===== config.mk =====
export PLATFORM = sky130hd
export DESIGN_NAME = tmc_timer_counter
export DESIGN_NICKNAME = d
export VERILOG_FILES = /design/src/hw/tmc_pkg.sv /design/src/hw/tmc_timer_counter.sv /design/src/hw/tmc_prescaler.sv
export SDC_FILE = /design/constraint.sdc
export NUM_CORES = 1
export LEC_CHECK = 0
export BUFFER_PORTS_ARGS = -buffer_cell sky130_fd_sc_hd__clkbuf_2
export CORE_MARGIN = 2
export CORE_UTILIZATION = 57
export CTS_CLUSTER_DIAMETER = 60
export DETAILED_ROUTE_END_ITERATION = 7
export HOLD_SLACK_MARGIN = 0.12
export PLACE_DENSITY = 0.88
export SYNTH_ARGS = -nofsm -noshare
export SYNTH_HDL_FRONTEND = slang
export SYNTH_HIERARCHICAL = 1
export SYNTH_SLANG_ARGS = --single-unit
export TNS_END_PERCENT = 100

===== constraint.sdc =====
create_clock -name ref_clk -period 2.4 [get_ports ref_clk]
set_input_delay 0.12 -clock ref_clk [delete_from_list [all_inputs] [get_ports ref_clk]]
set_output_delay 0.12 -clock ref_clk [all_outputs]
set_load 0.1 [all_outputs]

===== src/hw/tmc_pkg.sv =====
// Package of constants and carrier types for the 8-bit timer/counter
package tmc_pkg;

  // Clock and timing
  localparam int TOSC_NS = 40;
  localparam int PHASES_PER_CYCLE = 4;
  localparam int INSTR_CYCLE_NS = PHASES_PER_CYCLE * TOSC_NS;
  localparam int EXT_MIN_LEVEL_TOSC = 2;
  localparam int EXT_MIN_PERIOD_PRESCALED_TOSC = 4;
  localparam int WRITE_INHIBIT_CYCLES = 2;

  // Widths
  localparam int DATA_W = 8;
  localparam int ADDR_W = 4;
  localparam int RATIO_W = 3;

  // Register offsets
  localparam logic [ADDR_W-1:0] OFS_COUNT = 4'h0;
  localparam logic [ADDR_W-1:0] OFS_OPTION = 4'h1;
  localparam logic [ADDR_W-1:0] OFS_STATUS = 4'h2;

  // Option control field positions
  localparam int OPT_CS_BIT = 5;
  localparam int OPT_SE_BIT = 4;
  localparam int OPT_ASSIGN_BIT = 3;
  localparam int OPT_RATIO_LSB = 0;

  // Status field positions
  localparam int ST_WRAP_BIT = 0;
  localparam int ST_INHIBIT_BIT = 1;
  localparam int ST_SAMPLE_BIT = 2;
  localparam int ST_PHASE_LSB = 4;

  // Reset values
  localparam logic [DATA_W-1:0] COUNT_RESET = 8'h00;
  localparam logic [DATA_W-1:0] OPTION_RESET = 8'h3F;
  localparam logic [1:0] INHIBIT_RESET = 2'h0;

  // Gray-coded internal phases of one instruction cycle
  typedef enum logic [1:0] {
    PH_FIRST = 2'b00,
    PH_SECOND = 2'b01,
    PH_THIRD = 2'b11,
    PH_FOURTH = 2'b10
  } tmc_phase_type;

  typedef struct packed {
    logic [1:0] reserved;
    logic clock_source_select;
    logic source_edge_select;
    logic prescaler_assign;
    logic [RATIO_W-1:0] ratio;
  } tmc_option_type;

  typedef struct packed {
    logic [ADDR_W-1:0] addr;
    logic [DATA_W-1:0] wdata;
    logic wr;
    logic rd;
  } tmc_bus_req_type;

  function automatic logic rise(input logic cur, input logic prev);
    return cur & ~prev;
  endfunction

endpackage


===== src/hw/tmc_timer_counter.sv =====
// 8-bit timer/counter with shared prescaler and external count synchroniser
//
// Overview of operation
// Count register is 8 bits, read and write.
// Source bit clear counts instruction cycles.
// Write to count inhibits next two cycles.
// Source bit set counts external pin edges.
// Edge bit: zero rising, one falling.
// Prescaler serves timer or watchdog, assign-bit zero timer.
// Prescaler count has no software access.
// Prescaler ratios 1:2 through 1:256.
// Prescaler output sampled on second and fourth phase.
// Source holds pin two oscillator periods each level.
// Prescaler output is symmetric divided input.
// Prescaled source period at least four periods over ratio.
// Synchronisation delays increment, error four periods max.
// Instruction cycle is four oscillator phases.
// Count wraps from all ones to zero.
`timescale 1ns/10ps
module tmc_timer_counter import tmc_pkg::*; (
  // Clock, reset and enable
  input wire logic ref_clk,
  input wire logic rst_n,
  input wire logic ce,
  // Register port
  input wire tmc_bus_req_type bus_req,
  output logic [DATA_W-1:0] rd_data,
  // External count pin
  input wire logic external_count_input,
  // Prescaler tick handed to the watchdog counter
  output logic watchdog_tick,
  // Count observation
  output logic [DATA_W-1:0] count_out,
  output logic count_wrap
);

  ////////////////////////////////////////////////////////////////////////////
  // Registers and decode

  tmc_option_type option;
  logic [DATA_W-1:0] timer_count_value;
  logic [1:0] inhibit;
  logic wrap_flag;
  tmc_phase_type phase;
  tmc_phase_type next_phase;

  logic wr_count;
  logic wr_option;
  logic wr_status;

  assign wr_count = bus_req.wr && (bus_req.addr == OFS_COUNT);
  assign wr_option = bus_req.wr && (bus_req.addr == OFS_OPTION);
  assign wr_status = bus_req.wr && (bus_req.addr == OFS_STATUS);

  ////////////////////////////////////////////////////////////////////////////
  // Phase generator

  always_comb begin
    case (phase)
      PH_FIRST: next_phase = PH_SECOND;
      PH_SECOND: next_phase = PH_THIRD;
      PH_THIRD: next_phase = PH_FOURTH;
      PH_FOURTH: next_phase = PH_FIRST;
      default: next_phase = PH_FIRST;
    endcase
  end

  // Four oscillator periods form one instruction cycle
  always_ff @(posedge ref_clk or negedge rst_n) begin
    if (!rst_n) begin
      phase <= PH_FIRST;
    end else if (ce) begin
      phase <= next_phase;
    end
  end

  logic instr_tick;
  logic sample_phase;

  assign instr_tick = (phase == PH_FOURTH);
  assign sample_phase = (phase == PH_SECOND) || (phase == PH_FOURTH);

  ////////////////////////////////////////////////////////////////////////////
  // Option control

  logic assign_change;

  // Moving the prescaler between owners restarts it so neither sees a stale count
  assign assign_change = wr_option && (bus_req.wdata[OPT_ASSIGN_BIT] != option.prescaler_assign);

  always_ff @(posedge ref_clk or negedge rst_n) begin
    if (!rst_n) begin
      option <= tmc_option_type'(OPTION_RESET);
    end else if (ce && wr_option) begin
      option <= tmc_option_type'(bus_req.wdata);
      // Reserved bits never keep a written one, so they always read back as zero
      option.reserved <= 2'h0;
    end
  end

  ////////////////////////////////////////////////////////////////////////////
  // External pin edge select

  logic pin_q;
  logic pin_prev;
  logic pin_pol;
  logic pin_pol_prev;
  logic pin_edge;

  // The pin is synchronous to ref_clk; one register gives the edge detector a stable view
  always_ff @(posedge ref_clk or negedge rst_n) begin
    if (!rst_n) begin
      pin_q <= 1'b0;
      pin_prev <= 1'b0;
    end else if (ce) begin
      pin_q <= external_count_input;
      pin_prev <= pin_q;
    end
  end

  // Inverting the pin turns a falling edge into the rising edge that is counted
  // Limitation: changing the edge bit while the pin rests is itself an edge and may add a count
  assign pin_pol = pin_q ^ option.source_edge_select;
  assign pin_pol_prev = pin_prev ^ option.source_edge_select;
  assign pin_edge = rise(pin_pol, pin_pol_prev);

  ////////////////////////////////////////////////////////////////////////////
  // Prescaler

  logic pre_en;
  logic pre_tap;
  logic tap_prev;
  logic tap_rise;

  // Counter mode with the prescaler feeds pin edges, otherwise instruction cycles
  assign pre_en = (option.clock_source_select && !option.prescaler_assign) ? pin_edge : instr_tick;

  // Only the ratio, owner, source and edge bits reach it; no register path exposes its count
  tmc_prescaler #(
    .WIDTH(DATA_W)
  ) u_prescaler (
    .ref_clk(ref_clk),
    .rst_n(rst_n),
    .ce(ce),
    .clear(assign_change),
    .count_en(pre_en),
    .ratio(option.ratio),
    .tap(pre_tap)
  );

  always_ff @(posedge ref_clk or negedge rst_n) begin
    if (!rst_n) begin
      tap_prev <= 1'b0;
    end else if (ce) begin
      tap_prev <= pre_tap;
    end
  end

  assign tap_rise = rise(pre_tap, tap_prev);

  // Owner bit set hands the prescaler to the watchdog and takes it from the timer
  always_ff @(posedge ref_clk or negedge rst_n) begin
    if (!rst_n) begin
      watchdog_tick <= 1'b0;
    end else if (ce) begin
      watchdog_tick <= option.prescaler_assign && tap_rise;
    end
  end

  ////////////////////////////////////////////////////////////////////////////
  // Synchroniser on the second and fourth phases

  logic sync_src;
  logic sync_sample;
  logic ext_step;

  // Without the prescaler the pin is the prescaler output
  assign sync_src = option.prescaler_assign ? pin_pol : pre_tap;

  // Two samples per instruction cycle: a level shorter than two periods may be missed,
  // which is why the source must hold each level that long
  always_ff @(posedge ref_clk or negedge rst_n) begin
    if (!rst_n) begin
      // An idle low pin under the reset option word samples as one, so no count follows reset
      sync_sample <= OPTION_RESET[OPT_SE_BIT];
      ext_step <= 1'b0;
    end else if (ce) begin
      ext_step <= 1'b0;
      if (sample_phase) begin
        sync_sample <= sync_src;
        ext_step <= rise(sync_src, sync_sample);
      end
    end
  end

  ////////////////////////////////////////////////////////////////////////////
  // Count source and write inhibit

  logic timer_step;
  logic step;

  // Timer mode: every instruction cycle, or every prescaler tap rise
  assign timer_step = option.prescaler_assign ? instr_tick : tap_rise;
  assign step = option.clock_source_select ? ext_step : timer_step;

  // Counted in instruction cycles, so a write mid-cycle loses the rest of it as well
  always_ff @(posedge ref_clk or negedge rst_n) begin
    if (!rst_n) begin
      inhibit <= INHIBIT_RESET;
    end else if (ce) begin
      if (wr_count) begin
        inhibit <= 2'(WRITE_INHIBIT_CYCLES);
      end else if (instr_tick && inhibit != 2'h0) begin
        inhibit <= inhibit - 2'h1;
      end
    end
  end

  ////////////////////////////////////////////////////////////////////////////
  // Timer/counter register

  // One helper for the register and its mirror, so both wrap identically
  function automatic logic [DATA_W-1:0] incr(input logic [DATA_W-1:0] v);
    return v + DATA_W'(1);
  endfunction

  logic do_inc;

  assign do_inc = step && (inhibit == 2'h0) && !wr_count;

  always_ff @(posedge ref_clk or negedge rst_n) begin
    if (!rst_n) begin
      timer_count_value <= COUNT_RESET;
    end else if (ce) begin
      if (wr_count) begin
        timer_count_value <= bus_req.wdata;
      end else if (do_inc) begin
        timer_count_value <= incr(timer_count_value);
      end
    end
  end

  ////////////////////////////////////////////////////////////////////////////
  // Wrap flag and outputs

  logic wrap_event;

  assign wrap_event = do_inc && (timer_count_value == 8'hFF);

  // Set wins over a clear in the same cycle
  always_ff @(posedge ref_clk or negedge rst_n) begin
    if (!rst_n) begin
      wrap_flag <= 1'b0;
    end else if (ce) begin
      if (wrap_event) begin
        wrap_flag <= 1'b1;
      end else if (wr_status && bus_req.wdata[ST_WRAP_BIT]) begin
        wrap_flag <= 1'b0;
      end
    end
  end

  always_ff @(posedge ref_clk or negedge rst_n) begin
    if (!rst_n) begin
      count_out <= COUNT_RESET;
      count_wrap <= 1'b0;
    end else if (ce) begin
      // Same next value as the register, so the mirror never drifts from it
      count_out <= wr_count ? bus_req.wdata : (do_inc ? incr(timer_count_value) : timer_count_value);
      count_wrap <= wrap_event;
    end
  end

  ////////////////////////////////////////////////////////////////////////////
  // Read port

  logic [DATA_W-1:0] status_word;

  always_comb begin
    status_word = 8'h00;
    status_word[ST_WRAP_BIT] = wrap_flag;
    status_word[ST_INHIBIT_BIT] = (inhibit != 2'h0);
    status_word[ST_SAMPLE_BIT] = sync_sample;
    status_word[ST_PHASE_LSB +: 2] = phase;
  end

  // Data stand only in the cycle after the strobe; unmapped reads give zero
  always_ff @(posedge ref_clk or negedge rst_n) begin
    if (!rst_n) begin
      rd_data <= 8'h00;
    end else if (ce) begin
      rd_data <= 8'h00;
      if (bus_req.rd) begin
        case (bus_req.addr)
          OFS_COUNT: rd_data <= timer_count_value;
          OFS_OPTION: rd_data <= option;
          OFS_STATUS: rd_data <= status_word;
          default: rd_data <= 8'h00;
        endcase
      end
    end
  end

endmodule // tmc_timer_counter


===== src/hw/tmc_prescaler.sv =====
// Shared 8-bit prescaler with power-of-two tap selection
`timescale 1ns/10ps
module tmc_prescaler import tmc_pkg::*; #(
  parameter int WIDTH = 8
) (
  // Clock and reset
  input wire logic ref_clk,
  input wire logic rst_n,
  input wire logic ce,
  // Control
  input wire logic clear,
  input wire logic count_en,
  input wire logic [RATIO_W-1:0] ratio,
  // Selected stage
  output logic tap
);

  logic [WIDTH-1:0] stage;

  // Synchronous equivalent of a ripple chain: each bit is half the rate of the one below,
  // so every tap is a symmetric square wave
  always_ff @(posedge ref_clk or negedge rst_n) begin
    if (!rst_n) begin
      stage <= '0;
    end else if (ce) begin
      if (clear) begin
        stage <= '0;
      end else if (count_en) begin
        stage <= stage + WIDTH'(1);
      end
    end
  end

  // Bit n gives a ratio of 2^(n+1): 1:2 up to 1:256
  assign tap = stage[ratio];

endmodule // tmc_prescaler


# Yosys cells after proc, flatten, opt, wreduce, memory -nomap -nowiden

Index checks and enable logic that the tools add are counted.

Register bits after elaboration: 42
Input port bits: 18
Output and inout bits: 18
Word-level logic and storage cells: 82

Add/sub/neg operators: 3
Magnitude comparators: 1
Equal/unequal tests: 7
Mux-type cells: 18
Bitwise gates (word level): 8
Reduce and logical (&&, ||, !) cells: 28

Operators with widths:

| operator            | number |
|---|---|
| $mux 8              | 5 |
| $pmux 8 s3          | 1 |
| $add 8x1->8 const B | 2 |
| $logic_and 1x1->1   | 12 |
| $reduce_and 2->1    | 5 |
| $reduce_bool 2->1   | 5 |
| $eq 8x8->1 const B  | 1 |
| $mux 1              | 8 |
| $pmux 2 s4          | 1 |
| $eq 2x2->1 const B  | 2 |
| $eq 4x1->1 const B  | 1 |
| $eq 4x2->1 const B  | 1 |
| $logic_not 2->1     | 2 |
| $logic_not 4->1     | 1 |
| $lt 3x4->1 const B  | 1 |
| $mux 2              | 2 |
| $and 1x1->1         | 3 |
| $bmux 1 s3          | 1 |
| $not 1->1           | 3 |
| $eq 2x1->1 const B  | 1 |
| $logic_not 1->1     | 2 |
| $sub 2x1->2 const B | 1 |
| $xor 1x1->1         | 2 |
| $logic_or 1x1->1    | 1 |
| $ne 1x1->1          | 1 |

# Logic depth before layout (Yosys ltp)

Gate-level depths: netlist of the first run.

Word-level depth: 10
Gate-level depth with buffers: 7
Depth with buffers taken out: 6

# By module

Netlist of the first run, hierarchy kept.

Modules (own cells, without submodules):

| module            | times used | cells each | area an instance (sq um) | seq. area each (sq um) |
|---|---|---|---|---|
| tmc_timer_counter | 1          | 185        | 1,910.6                  | 859.6 |
| tmc_prescaler     | 1          | 55         | 541.8                    | 200.2 |

# Worst setup path after synthesis of the first run

Ideal clock, no wire load.

Kind: register -> register
Start: register timer_count_value[0]
End: register count_wrap
Setup time: 0.083 ns
Arrival: 2.197 ns
Data required time: 2.317 ns
Setup slack: 0.120 ns
Cell stages (with the launch flop): 6
Buffers on the path: 0
Clock period less this slack: 2.280 ns
Cell sequence: dfrtp_1 > ha_1 > nand3_1 > or2_2 > or4_1 > o21ai_0

Longest elaborated chain between the ends: 2

RTL lines:

| what                   | RTL line                 | text |
|---|---|---|
| start, declared        | tmc_timer_counter.sv:41  | `logic [DATA_W-1:0] timer_count_value;` |
| start signal, assigned | tmc_timer_counter.sv:236 | `timer_count_value <= bus_req.wdata;` |
| start signal, assigned | tmc_timer_counter.sv:238 | `timer_count_value <= incr(timer_count_value);` |
| $eq 8x8->1             | tmc_timer_counter.sv:248 | `assign wrap_event = do_inc && (timer_count_value == 8'hFF);` |
| $logic_and 1x1->1      | tmc_timer_counter.sv:248 |  |
| end signal, assigned   | tmc_timer_counter.sv:270 | `count_wrap <= wrap_event;` |
| end, declared          | tmc_timer_counter.sv:34  | `output logic count_wrap` |

Every way passes these cells.
A chain may end at the register's enable or synchronous reset.

# Worst setup path after layout of the first run

Start: register option[0] (netlist name)
End: register timer_count_value[2]

Longest elaborated chain between the ends: 9

RTL lines:

| what                           | RTL line                 | text |
|---|---|---|
| start, declared                | tmc_timer_counter.sv:40  | `tmc_option_type option;` |
| start signal, assigned         | tmc_timer_counter.sv:93  | `option <= tmc_option_type'(OPTION_RESET);` |
| start signal, assigned         | tmc_timer_counter.sv:95  | `option <= tmc_option_type'(bus_req.wdata);` |
| $bmux 1 s3                     | tmc_prescaler.sv:35      | `assign tap = stage[ratio];` |
| $mux 1 (not written as such)   | tmc_prescaler.sv:35      |  |
| named net pre_tap              | tmc_timer_counter.sv:131 | `logic pre_tap;` |
| $and 1x1->1                    | tmc_pkg.sv:63            | `return cur & ~prev;` |
| $mux 1                         | tmc_timer_counter.sv:203 | `assign timer_step = option.prescaler_assign ? instr_tick : tap_rise;` |
| $mux 1                         | tmc_timer_counter.sv:204 | `assign step = option.clock_source_select ? ext_step : timer_step;` |
| $logic_and 1x1->1 (2 in a row) | tmc_timer_counter.sv:229 | `assign do_inc = step && (inhibit == 2'h0) && !wr_count;` |
| $reduce_bool 2->1 (no line)    | -                        |  |
| $reduce_and 2->1 (no line)     | -                        |  |

The timed path passes the listed nets, and every way through them passes these cells. The select of a mux whose other input is x is not followed.

==> results of run 1 <==
state kept, by name, indices dropped and copies added (netlist names):
register and flops:
pin_prev 1, sync_sample 1, watchdog_tick 1, ext_step 1
pin_q 1, option 6, phase 2, wrap_flag 1
count_wrap 1, timer_count_value 8, tap_prev 1, u_prescaler/stage 8
rd_data 8, inhibit 2
placed cells by master, fill, tap and decap left out, drive strengths merged, types with 9 or more instances in the layout:
cell type and n:
nand3 11, mux2 13, o21ai 20, a21oi 10
nor2 9, clkbuf 40, inv 15, nand2 19
dfrtp 35
power by group:
part           leakage (uW)  internal (uW)  switching, uW
registers          0.000513            907            211
logic              0.000702            428            892
clock network     0.0000579            306            250
total               0.00127           1640           1350
synth_stat cells, types with 4 or more instances:
cell       instances  area share (%)
o2bb2ai_1          6             2.1
ha_1               7             3.6
a21oi_1           10             2.0
and2b_2            4             1.4
inv_1             14             2.1
clkbuf_1           5            0.77
nand4b_1           4             1.4
mux2i_1            7             2.9
nand4_1            4             1.0
o21ai_0           20             4.1
nand2_1           19             2.9
nand3_1           11             2.2
dfstp_2            7             7.5
mux2_2            13             6.0
nor2_1             9             1.4
dfrtp_1           35              36
layout make-up:
type	instances	area, sq um
fillers	301	1200
well taps	50	62.6
inverters	15	58.8
clock buffers	5	68.8
repair buffers	48	290
multi-input cells	172	1270
clock inverters	3	40.0
flip-flops and latches	42	1060
final timing paths:
path / from / to / slack (ns) / cells after the start
hold reg to reg: wrap_flag$_DFFE_PN0P_ / wrap_flag$_DFFE_PN0P_ / 0.49 / 2
max in group asynchronous: rst_n / option[4]$_DFFE_PN1P_ / 1.18 / 3
setup / recovery: option[0]$_DFFE_PN1P_ / timer_count_value[2]$_DFFE_PN0P_ / 0.07 / 6
hold / removal: bus_req[9] / timer_count_value[7]$_DFFE_PN0P_ / 0.14 / 3
min in group asynchronous: rst_n / rd_data[2]$_DFFE_PN0P_ / 0.50 / 2
setup reg to reg: option[0]$_DFFE_PN1P_ / timer_count_value[2]$_DFFE_PN0P_ / 0.07 / 6
what timing repair did:
| action | CTS | global route |
|---|---|---|
| setup endpoints to repair | 0 | 4 |
| buffers inserted | 0 | 0 |
| hold endpoints to repair | 44 | 0 |
| gates resized for setup | 0 | 2 |
| hold buffers | 7 | 0 |
critical path: stages, from the launching register on:
cell and delay, ns:
dfstp_2 0.58, mux4_2 0.49, mux2_2 0.32, nor3b_4 0.18
o211a_1 0.27, a311o_1 0.35, nand3_1 0.08
metal layers:
metal | global-route usage [%] | vias to the layer above | share of wire [%]
met5 | 0 | - | 0
met4 | 5.88 | 0 | 0.89
li1 | - | 977 | -
met1 | 37.4 | 1013 | 43
met3 | 4.51 | 6 | 7.5
met2 | 39.3 | 100 | 49
logic make-up after synthesis:
logic type,after synthesis
DFF,42
xor gates and xnor gates,1
adders and majority gates,7
and+or+nand+nor,80
buffers and inverters,26
muxes,22
AOI/OAI and AO/OA,62
per-stage QoR:
| stage | area (sq um) | hold slack (ns) | util (%) |
|---|---|---|---|
| 6_report | 2850 | 0.138 | 70.3 |
| 5_1_grt | 2850 | 0.162 | 70.3 |
| 4_1_cts | 2840 | 0.132 | 70.1 |
| 3_5_place_dp | 2670 | 0.311 | 65.7 |
| 3_3_place_gp | 2670 | 0.314 | 65.7 |
| 2_1_floorplan | 2450 | -0.176 | - |
==> results.cfg, run 1 <==
[placed_design]
gp_congestion = 0.883
dp_slack_ns = 0.0720
dp_hpwl_um = 4150
portBuffers = 35
dp.cells = 320

[critical_path]
cp_max_fo = 4
critPathKind = reg2reg
crit_path_end_kind = flop
required_ns = 2.63
arrival_ns = 2.56
cp-start-kind = flop

[finish]
num_antenna_cells = 0
area_growth_pct = 16.3
drive_above_1_share_pct = 28.8
fin_cells = 335
layout.nets = 309

[global_route]
gr-total-overflow = 0
grt_max_degree = 40
antenna_found_initial = 0
grt_pass1_vias = 1972
grt_pass1_wl_um = 9730
grtUsageTotal_pct = 25.4

[die]
die_w_um = 69.6
start_util_pct = 60.4
dieArea_sq_um = 4840
ios = 36
fp.dieH_um = 69.6
core_area_sq_um = 4060
placementRows = 23

[run_status]
status = completed

[sta]
clock.fmax_mhz = 429
grt_setup_unrepaired = no
setup_viol = 0
layout_worst_path_cycle_share_pct = 97.1
fin_ws_ns = 0.0700
skew_ns = 0.00752
setup_tns_ns = 0
worstMarginPinSlew_ns = 0.952
drv_slew = 0
max_slew_margin_pct = 36.5
hold_viol = 0
period_minus_slack_ns = 2.33

[cts]
clock_path_buffers = 2
clk_pin_slew_ns = 0.08
cts_buffers = 5
cts_tree = done
cts.sinks = 42
insertion_delay_ns = 0.30
cts_max_level = 2
root_buffer = clkbuf_8

[yosys]
syn_nets = 265
seq_area_frac_synth_pct = 43.2
synth_cell_type_count = 55
synth_ff_type = dfrtp_1
avgSynthCellArea_sq_um = 10.2
yosys.area_share.xor_xnor_pct = 0.357
synthSimpleGateAreaFrac_pct = 19.5
yosysWarnings = 6
synth_cells = 240
synth_edf_count = 0
muxShareOfSynthArea_pct = 10.7
async_flop_share_pct = 100
synth-seq-cells = 42
synthAdderAreaFrac_pct = 3.57
syn-cell-area_sq_um = 2450
synth_top_family_by_area = simple AND/OR/NAND/NOR gates
synth_compound_area_share_pct = 17.4

[flow_run]
max_cap_viol_count = 0

[drt]
vias = 2096
drc_errors = 0
wl_per_cell_um = 17.2
antenna_left = 0
first_pass_iters = 5
wirelength_um = 5750
via_per_inst = 6.26
drt_iter0_markers = 177

[pwr]
power.leakage_uw = 0.00127
pwr_density_cell_nw_per_um2 = 1050
irDropWorstVdd_mv = 0.971
power.total_uw = 2990

[min_path]
worstHoldPathType = in2reg
No activity file was read; power rests on OpenSTA's default activity.
==> run 2, diff against run 1 <==
--- a/config.mk
+++ b/config.mk
@@ -5,6 +5,7 @@
 export SDC_FILE = /design/constraint.sdc
 export NUM_CORES = 1
 export LEC_CHECK = 0
+export ABC_AREA = 1
 export BUFFER_PORTS_ARGS = -buffer_cell sky130_fd_sc_hd__clkbuf_2
 export CORE_MARGIN = 2
 export CORE_UTILIZATION = 57
==> run 2 against run 1 <==
- critical endpoint is now u_prescaler/stage[5]$_DFFE_PN0P_
- critical path type is now in2reg
- largest cell class unchanged
- clock skew up 0.0039 ns
- synthesized cell count is 40% higher
- area after synthesis increased by 1.9%
- via count up 12%
- register-to-register slack improved by 0.31 ns
- die area is 1.8% higher
- setup slack better by 0.25 ns
- wire length is 2.7% lower
- non-clock buffer count fell by 1
==> results.cfg, run 2 <==
[run_status]
status = completed

[sta]
grt_setup_unrepaired = no
drv_slew = 0
clock.fmax_mhz = 480
skew_ns = 0.0115
hold_viol = 0
setup_tns_ns = 0
max_slew_margin_pct = 34.3
worstMarginPinSlew_ns = 0.985
setup_viol = 0
period_minus_slack_ns = 2.08
layout_worst_path_cycle_share_pct = 86.9

[yosys]
synth_edf_count = 0
seq_area_frac_synth_pct = 42.4
synth_cells = 336
synth_cell_type_count = 36
yosysTopAreaCellShare_pct = 35.0
synth_ff_type = dfrtp_1
syn_nets = 361
synth_most_common_cell = nand2_1
synth-seq-cells = 42
synth_largest_area_cell = dfrtp_1
synthTopCellsByCount = 114 x nand2_1, 39 x inv_1, 35 x dfrtp_1
avgSynthCellArea_sq_um = 7.44
syn-cell-area_sq_um = 2500
yosysWarnings = 6
synth_area_leaders = dfrtp_1 35%, nand2_1 17%, dfstp_2 7.4%
async_flop_share_pct = 100

[cts]
cts_resized = 0
cts_tree = done
insertion_delay_ns = 0.30
root_buffer = clkbuf_8
cts.sinks = 42
clock_path_buffers = 2
cts_max_level = 2
clk_pin_slew_ns = 0.07
cts_buffers = 5

[global_route]
grt_max_degree = 41
grtUsageTotal_pct = 25.0
grt_pass1_vias = 2172
grt_pass1_wl_um = 9820
gr-total-overflow = 0
antenna_found_initial = 0

[finish]
design_area_sq_um = 2900
final_common_cell = nand2_1
layout.nets = 408
drive_above_1_share_pct = 19.8
most-common-layout-cells = 114 x nand2_1, 39 x inv_1, 35 x dfrtp_1, 35 x clkbuf_2
area_growth_pct = 15.8
reg_top3 = rd_data (8), timer_count_value (8), u_prescaler/stage (8)
num_antenna_cells = 0

[critical_path]
crit_path_end_kind = flop
cp_max_fo = 14
cp-start-kind = primary input
reg2reg_depth = 9
r2r_start = option[3]$_DFFE_PN1P_
rrSetupSlack_ns = 0.38
r2r_end = u_prescaler/stage[5]$_DFFE_PN0P_
required_ns = 2.59
arrival_ns = 2.28
critPathKind = in2reg

[die]
placementRows = 24
ios = 36
die_w_um = 70.2
fp.dieH_um = 70.2
start_util_pct = 58.2
dieArea_sq_um = 4930
core_area_sq_um = 4290

[drt]
antenna_left = 0
wl_per_cell_um = 12.8
drc_errors = 0
drt_iter0_markers = 198
wirelength_um = 5590
vias = 2349
first_pass_iters = 5
via_per_inst = 5.39

[min_path]
min_from = bus_req[10]
min_to = rd_data[3]$_DFFE_PN0P_
worstHoldPathType = in2reg
holdPathStages = 4

[placed_design]
dp_hpwl_um = 4040
place_area_sq_um = 2700
gp_congestion = 0.857
portBuffers = 35

[pwr]
power.leakage_uw = 0.00149
irDropWorstVdd_mv = 0.759
pwr_density_cell_nw_per_um2 = 961

[flow_run]
max_cap_viol_count = 0
==> run 2: final cells by class <==
class	instances	area, sq um
Clock buffer	8	90.1
Fill cell	349	1400
Inverter	42	158
Multi-Input combinational cell	245	1230
Sequential cell	42	1060
Tap cell	52	65.1
Timing Repair Buffer	47	293
==> run 2: worst max-delay path, cell delays in order <==
cell and delay, ns:
dlygate4sd3_1 0.56, clkbuf_2 0.12, inv_1 0.14, o21ai_0 0.12, a211oi_1 0.42, nor2_2 0.11, nor2_4 0.25, nand2_1 0.16
nand2_1 0.14, nand2_1 0.07, nand2_1 0.06, inv_1 0.03
==> run 2: through the flow <==
| step | power [uW] | util (%) | worst slack, ns | cells | hold WS [ns] |
|---|---|---|---|---|---|
| after floorplan | 2040 | - | 0.511 | 336 | -0.176 |
| after global placement | 2260 | 62.8 | 0.513 | 417 | 0.317 |
| after detailed placement | 2300 | 62.8 | 0.353 | 417 | 0.332 |
| after CTS | 2790 | 67.4 | 0.334 | 436 | 0.168 |
| after global routing | 2990 | 67.4 | 0.0861 | 436 | 0.186 |
| final | 2780 | 67.4 | 0.316 | 436 | 0.169 |
==> run 2: logic make-up after synthesis <==
group	synth area share, %
buffers and inverters	8.41
adder cells (fa/ha/maj)	3.50
flip-flops	42.4
XOR/XNOR	0.350
AO/OA/AOI/OAI	13.1
AND/OR/NAND/NOR	32.2
==> run 2: repair_timing <==
action,in CTS,in global routing
buffers inserted,0,0
hold buffers,11,0
endpoints found under the hold margin,45,0
==> run 2: layer usage <==
metal / GRT usage [%] / vias to the layer above / part of all wire [%]
met5: 0 / - / 0
li1: - / 1168 / -
met3: 5.63 / 10 / 7.1
met2: 38.4 / 100 / 48
met1: 34.2 / 1071 / 43
met4: 10.7 / 0 / 1.8
==> run 2: report_power, final <==
part | internal, uW | switching, uW | leakage (uW) | total (uW)
combinational | 325 | 854 | 0.000922 | 1180
sequential | 914 | 219 | 0.000524 | 1130
clock | 235 | 235 | 0.0000455 | 470
total | 1470 | 1310 | 0.00149 | 2780
==> run 2: worst max path at each step <==
stage,startpoint,end,slack (ns)
2_1_floorplan,timer_count_value[2]$_DFFE_PN0P_,timer_count_value[7]$_DFFE_PN0P_,0.51
3_3_place_gp,option[3]$_DFFE_PN1P_,u_prescaler/stage[5]$_DFFE_PN0P_,0.51
3_5_place_dp,option[3]$_DFFE_PN1P_,u_prescaler/stage[5]$_DFFE_PN0P_,0.35
4_1_cts,bus_req[5],u_prescaler/stage[5]$_DFFE_PN0P_,0.33
5_1_grt,bus_req[5],u_prescaler/stage[5]$_DFFE_PN0P_,0.09
6_report,bus_req[5],u_prescaler/stage[5]$_DFFE_PN0P_,0.32
==> run 3, diff against run 2 <==
--- a/config.mk
+++ b/config.mk
@@ -7,12 +7,14 @@
 export LEC_CHECK = 0
 export ABC_AREA = 1
 export BUFFER_PORTS_ARGS = -buffer_cell sky130_fd_sc_hd__clkbuf_2
+export CELL_PAD_IN_SITES_DETAIL_PLACEMENT = 1
+export CELL_PAD_IN_SITES_GLOBAL_PLACEMENT = 1
 export CORE_MARGIN = 2
-export CORE_UTILIZATION = 57
+export CORE_UTILIZATION = 41
 export CTS_CLUSTER_DIAMETER = 60
 export DETAILED_ROUTE_END_ITERATION = 7
 export HOLD_SLACK_MARGIN = 0.12
-export PLACE_DENSITY = 0.88
+export PLACE_DENSITY = 0.87
 export SYNTH_ARGS = -nofsm -noshare
 export SYNTH_HDL_FRONTEND = slang
 export SYNTH_HIERARCHICAL = 1
==> constraint.sdc (replaced) <==
create_clock -name ref_clk -period 2.15 [get_ports ref_clk]
set_input_delay 0.1075 -clock ref_clk [delete_from_list [all_inputs] [get_ports ref_clk]]
set_output_delay 0.1075 -clock ref_clk [all_outputs]
set_load 0.1 [all_outputs]
==> run 3 against run 2 <==
- core utilization decreased by 18 points
- clock skew decreased by 0.0050 ns
- clock power increased by 11%
- highest routed layer unchanged
- critical path depth decreased by 2
==> results.cfg, run 3 (synthesized netlist as in run 2, its figures left out) <==
[critical_path]
crit_top_cell = nand2_1
rrSetupSlack_ns = 0.22
r2r_end = u_prescaler/stage[5]$_DFFE_PN0P_
cpMaxStageDelayCell = dfstp_2
reg2reg_depth = 10
critPathKind = reg2reg
crit_path_end_kind = flop
startpoint = option[3]$_DFFE_PN1P_
required_ns = 2.35
arrival_ns = 2.13
crit_chain = inv_2, a211oi_1, buf_4, nor2_2, nor2_4, nand2_1, nand2_1, nand2_1, nand2_1, inv_1
cp-start-kind = flop
r2r_start = option[3]$_DFFE_PN1P_
slowest_delay_ns = 0.59
cp_max_fo = 14

[cts]
clock_path_buffers = 2
cts_resized = 0
insertion_delay_ns = 0.30
cts.sinks = 42
cts_tree = done
cts_max_level = 2
cts_buffers = 5
clk_pin_slew_ns = 0.08
root_buffer = clkbuf_8
cts_hold_buf = 11
post_cts_buffers = 0

[drt]
via_per_inst = 5.05
drt_iter0_markers = 86
drc_errors = 0
vias = 2330
first_pass_iters = 4
wirelength_um = 6910
wl_per_cell_um = 15.0
antenna_left = 0

[finish]
num_antenna_cells = 0
fin_cells = 461
most-common-layout-cells = 114 x nand2_1, 39 x inv_1, 35 x dfrtp_1, 35 x clkbuf_2
drive_above_1_share_pct = 20.5
n_fill_cell = 785
reg_top3 = rd_data (8), timer_count_value (8), u_prescaler/stage (8)
area_growth_pct = 17.7
final_common_cell = nand2_1
multi_input_area_sq_um = 1230
layout.nets = 411
register_area_sq_um = 1060

[run_status]
status = completed

[global_route]
gr-total-overflow = 0
grt_pass1_wl_um = 11500
grt_max_degree = 22
grt_pass1_vias = 2342
antenna_found_initial = 0
grtUsageTotal_pct = 22.6

[pwr]
p_seq_share_pct = 40.3
irDropWorstVdd_mv = 0.541
p_sw_share_pct = 48.2
combPwrFrac_pct = 43.2
p_sw_uw = 1530
pwr_density_cell_nw_per_um2 = 1080
p_int_uw = 1640
clkPwrFrac_pct = 16.5
power.leakage_uw = 0.00151

[min_path]
worstHoldPathType = in2reg
min_from = bus_req[10]
holdPathStages = 4
min_to = rd_data[3]$_DFFE_PN0P_

[die]
core_area_sq_um = 5920
placementRows = 28
die_w_um = 82.1
ios = 36
dieArea_sq_um = 6740
start_util_pct = 42.2
fp.dieH_um = 82.1

[sta]
hold_ws_ns = 0.148
max_slew_margin_pct = 62.5
period_minus_slack_ns = 1.93
setup_tns_ns = 0
skew_ns = 0.00647
layout_worst_path_cycle_share_pct = 89.8
fin_ws_ns = 0.218
setup_viol = 0
grt_setup_unrepaired = no
worstMarginPinSlew_ns = 0.563
clock.fmax_mhz = 518
drv_slew = 0
hold_viol = 0

[placed_design]
portBuffers = 35
dp_slack_ns = 0.208
gp_congestion = 0.776
dp.cells = 443
dp_hpwl_um = 5100

[flow_run]
max_cap_viol_count = 0
[run 3: cell count changes in the layout (fill, tap and decap cells not counted), sizes merged]
| cell | delta |
|---|---|
| buf | +3 |
| clkbuf | -1 |
[run 3: worst max-delay path: cells and delay by family (launching register included)]
kind / cells / cell delay [ns]
and+or+nand+nor: 6 / 0.68
DFF: 1 / 0.59
buffers and inverters: 3 / 0.30
AOI/OAI and AO/OA: 1 / 0.27
[run 3: cell type report]
class                   instances  share of cell area, %
multi-input cells             245                   41.8
inverters                      42                   5.36
flip-flops and latches         42                   36.0
clock buffers                   7                   2.93
well taps                      75                   3.19
repair buffers                 50                   10.7
[run 3: how the worst max path moves through the flow]
stage | endpoint | cells past startpoint
2_1_floorplan | timer_count_value[7]$_DFFE_PN0P_ | 10
3_3_place_gp | u_prescaler/stage[5]$_DFFE_PN0P_ | 10
3_5_place_dp | u_prescaler/stage[5]$_DFFE_PN0P_ | 10
4_1_cts | u_prescaler/stage[5]$_DFFE_PN0P_ | 10
5_1_grt | timer_count_value[6]$_DFFE_PN0P_ | 12
6_report | u_prescaler/stage[5]$_DFFE_PN0P_ | 10
[run 3: stage by stage]
| step | power (uW) | util, % | area, sq um |
|---|---|---|---|
| finish | 3170 | 49.7 | 2940 |
| global route | 3400 | 49.7 | 2940 |
| CTS | 3180 | 49.7 | 2940 |
| detailed placement | 2630 | 46.4 | 2750 |
| global placement | 2570 | 46.4 | 2750 |
| floorplan | 2280 | - | 2500 |
[run 3: power groups by stage]
| stage | Clock, uW | Combinational [uW] | Sequential [uW] |
|---|---|---|---|
| after CTS | 539 | 1370 | 1270 |
| after floorplan | 0 | 667 | 1620 |
| final | 524 | 1370 | 1280 |
| after global placement | 0 | 1300 | 1270 |
| after detailed placement | 0 | 1350 | 1290 |
| after global routing | 565 | 1520 | 1310 |
[run 3: per-layer routing]
metal	vias up	global-route usage (%)	share of wire, %
met4	0	7.00	1.8
li1	1169	-	-
met3	10	4.18	3.2
met5	-	0	0
met1	1113	30.6	47
met2	38	36.5	48
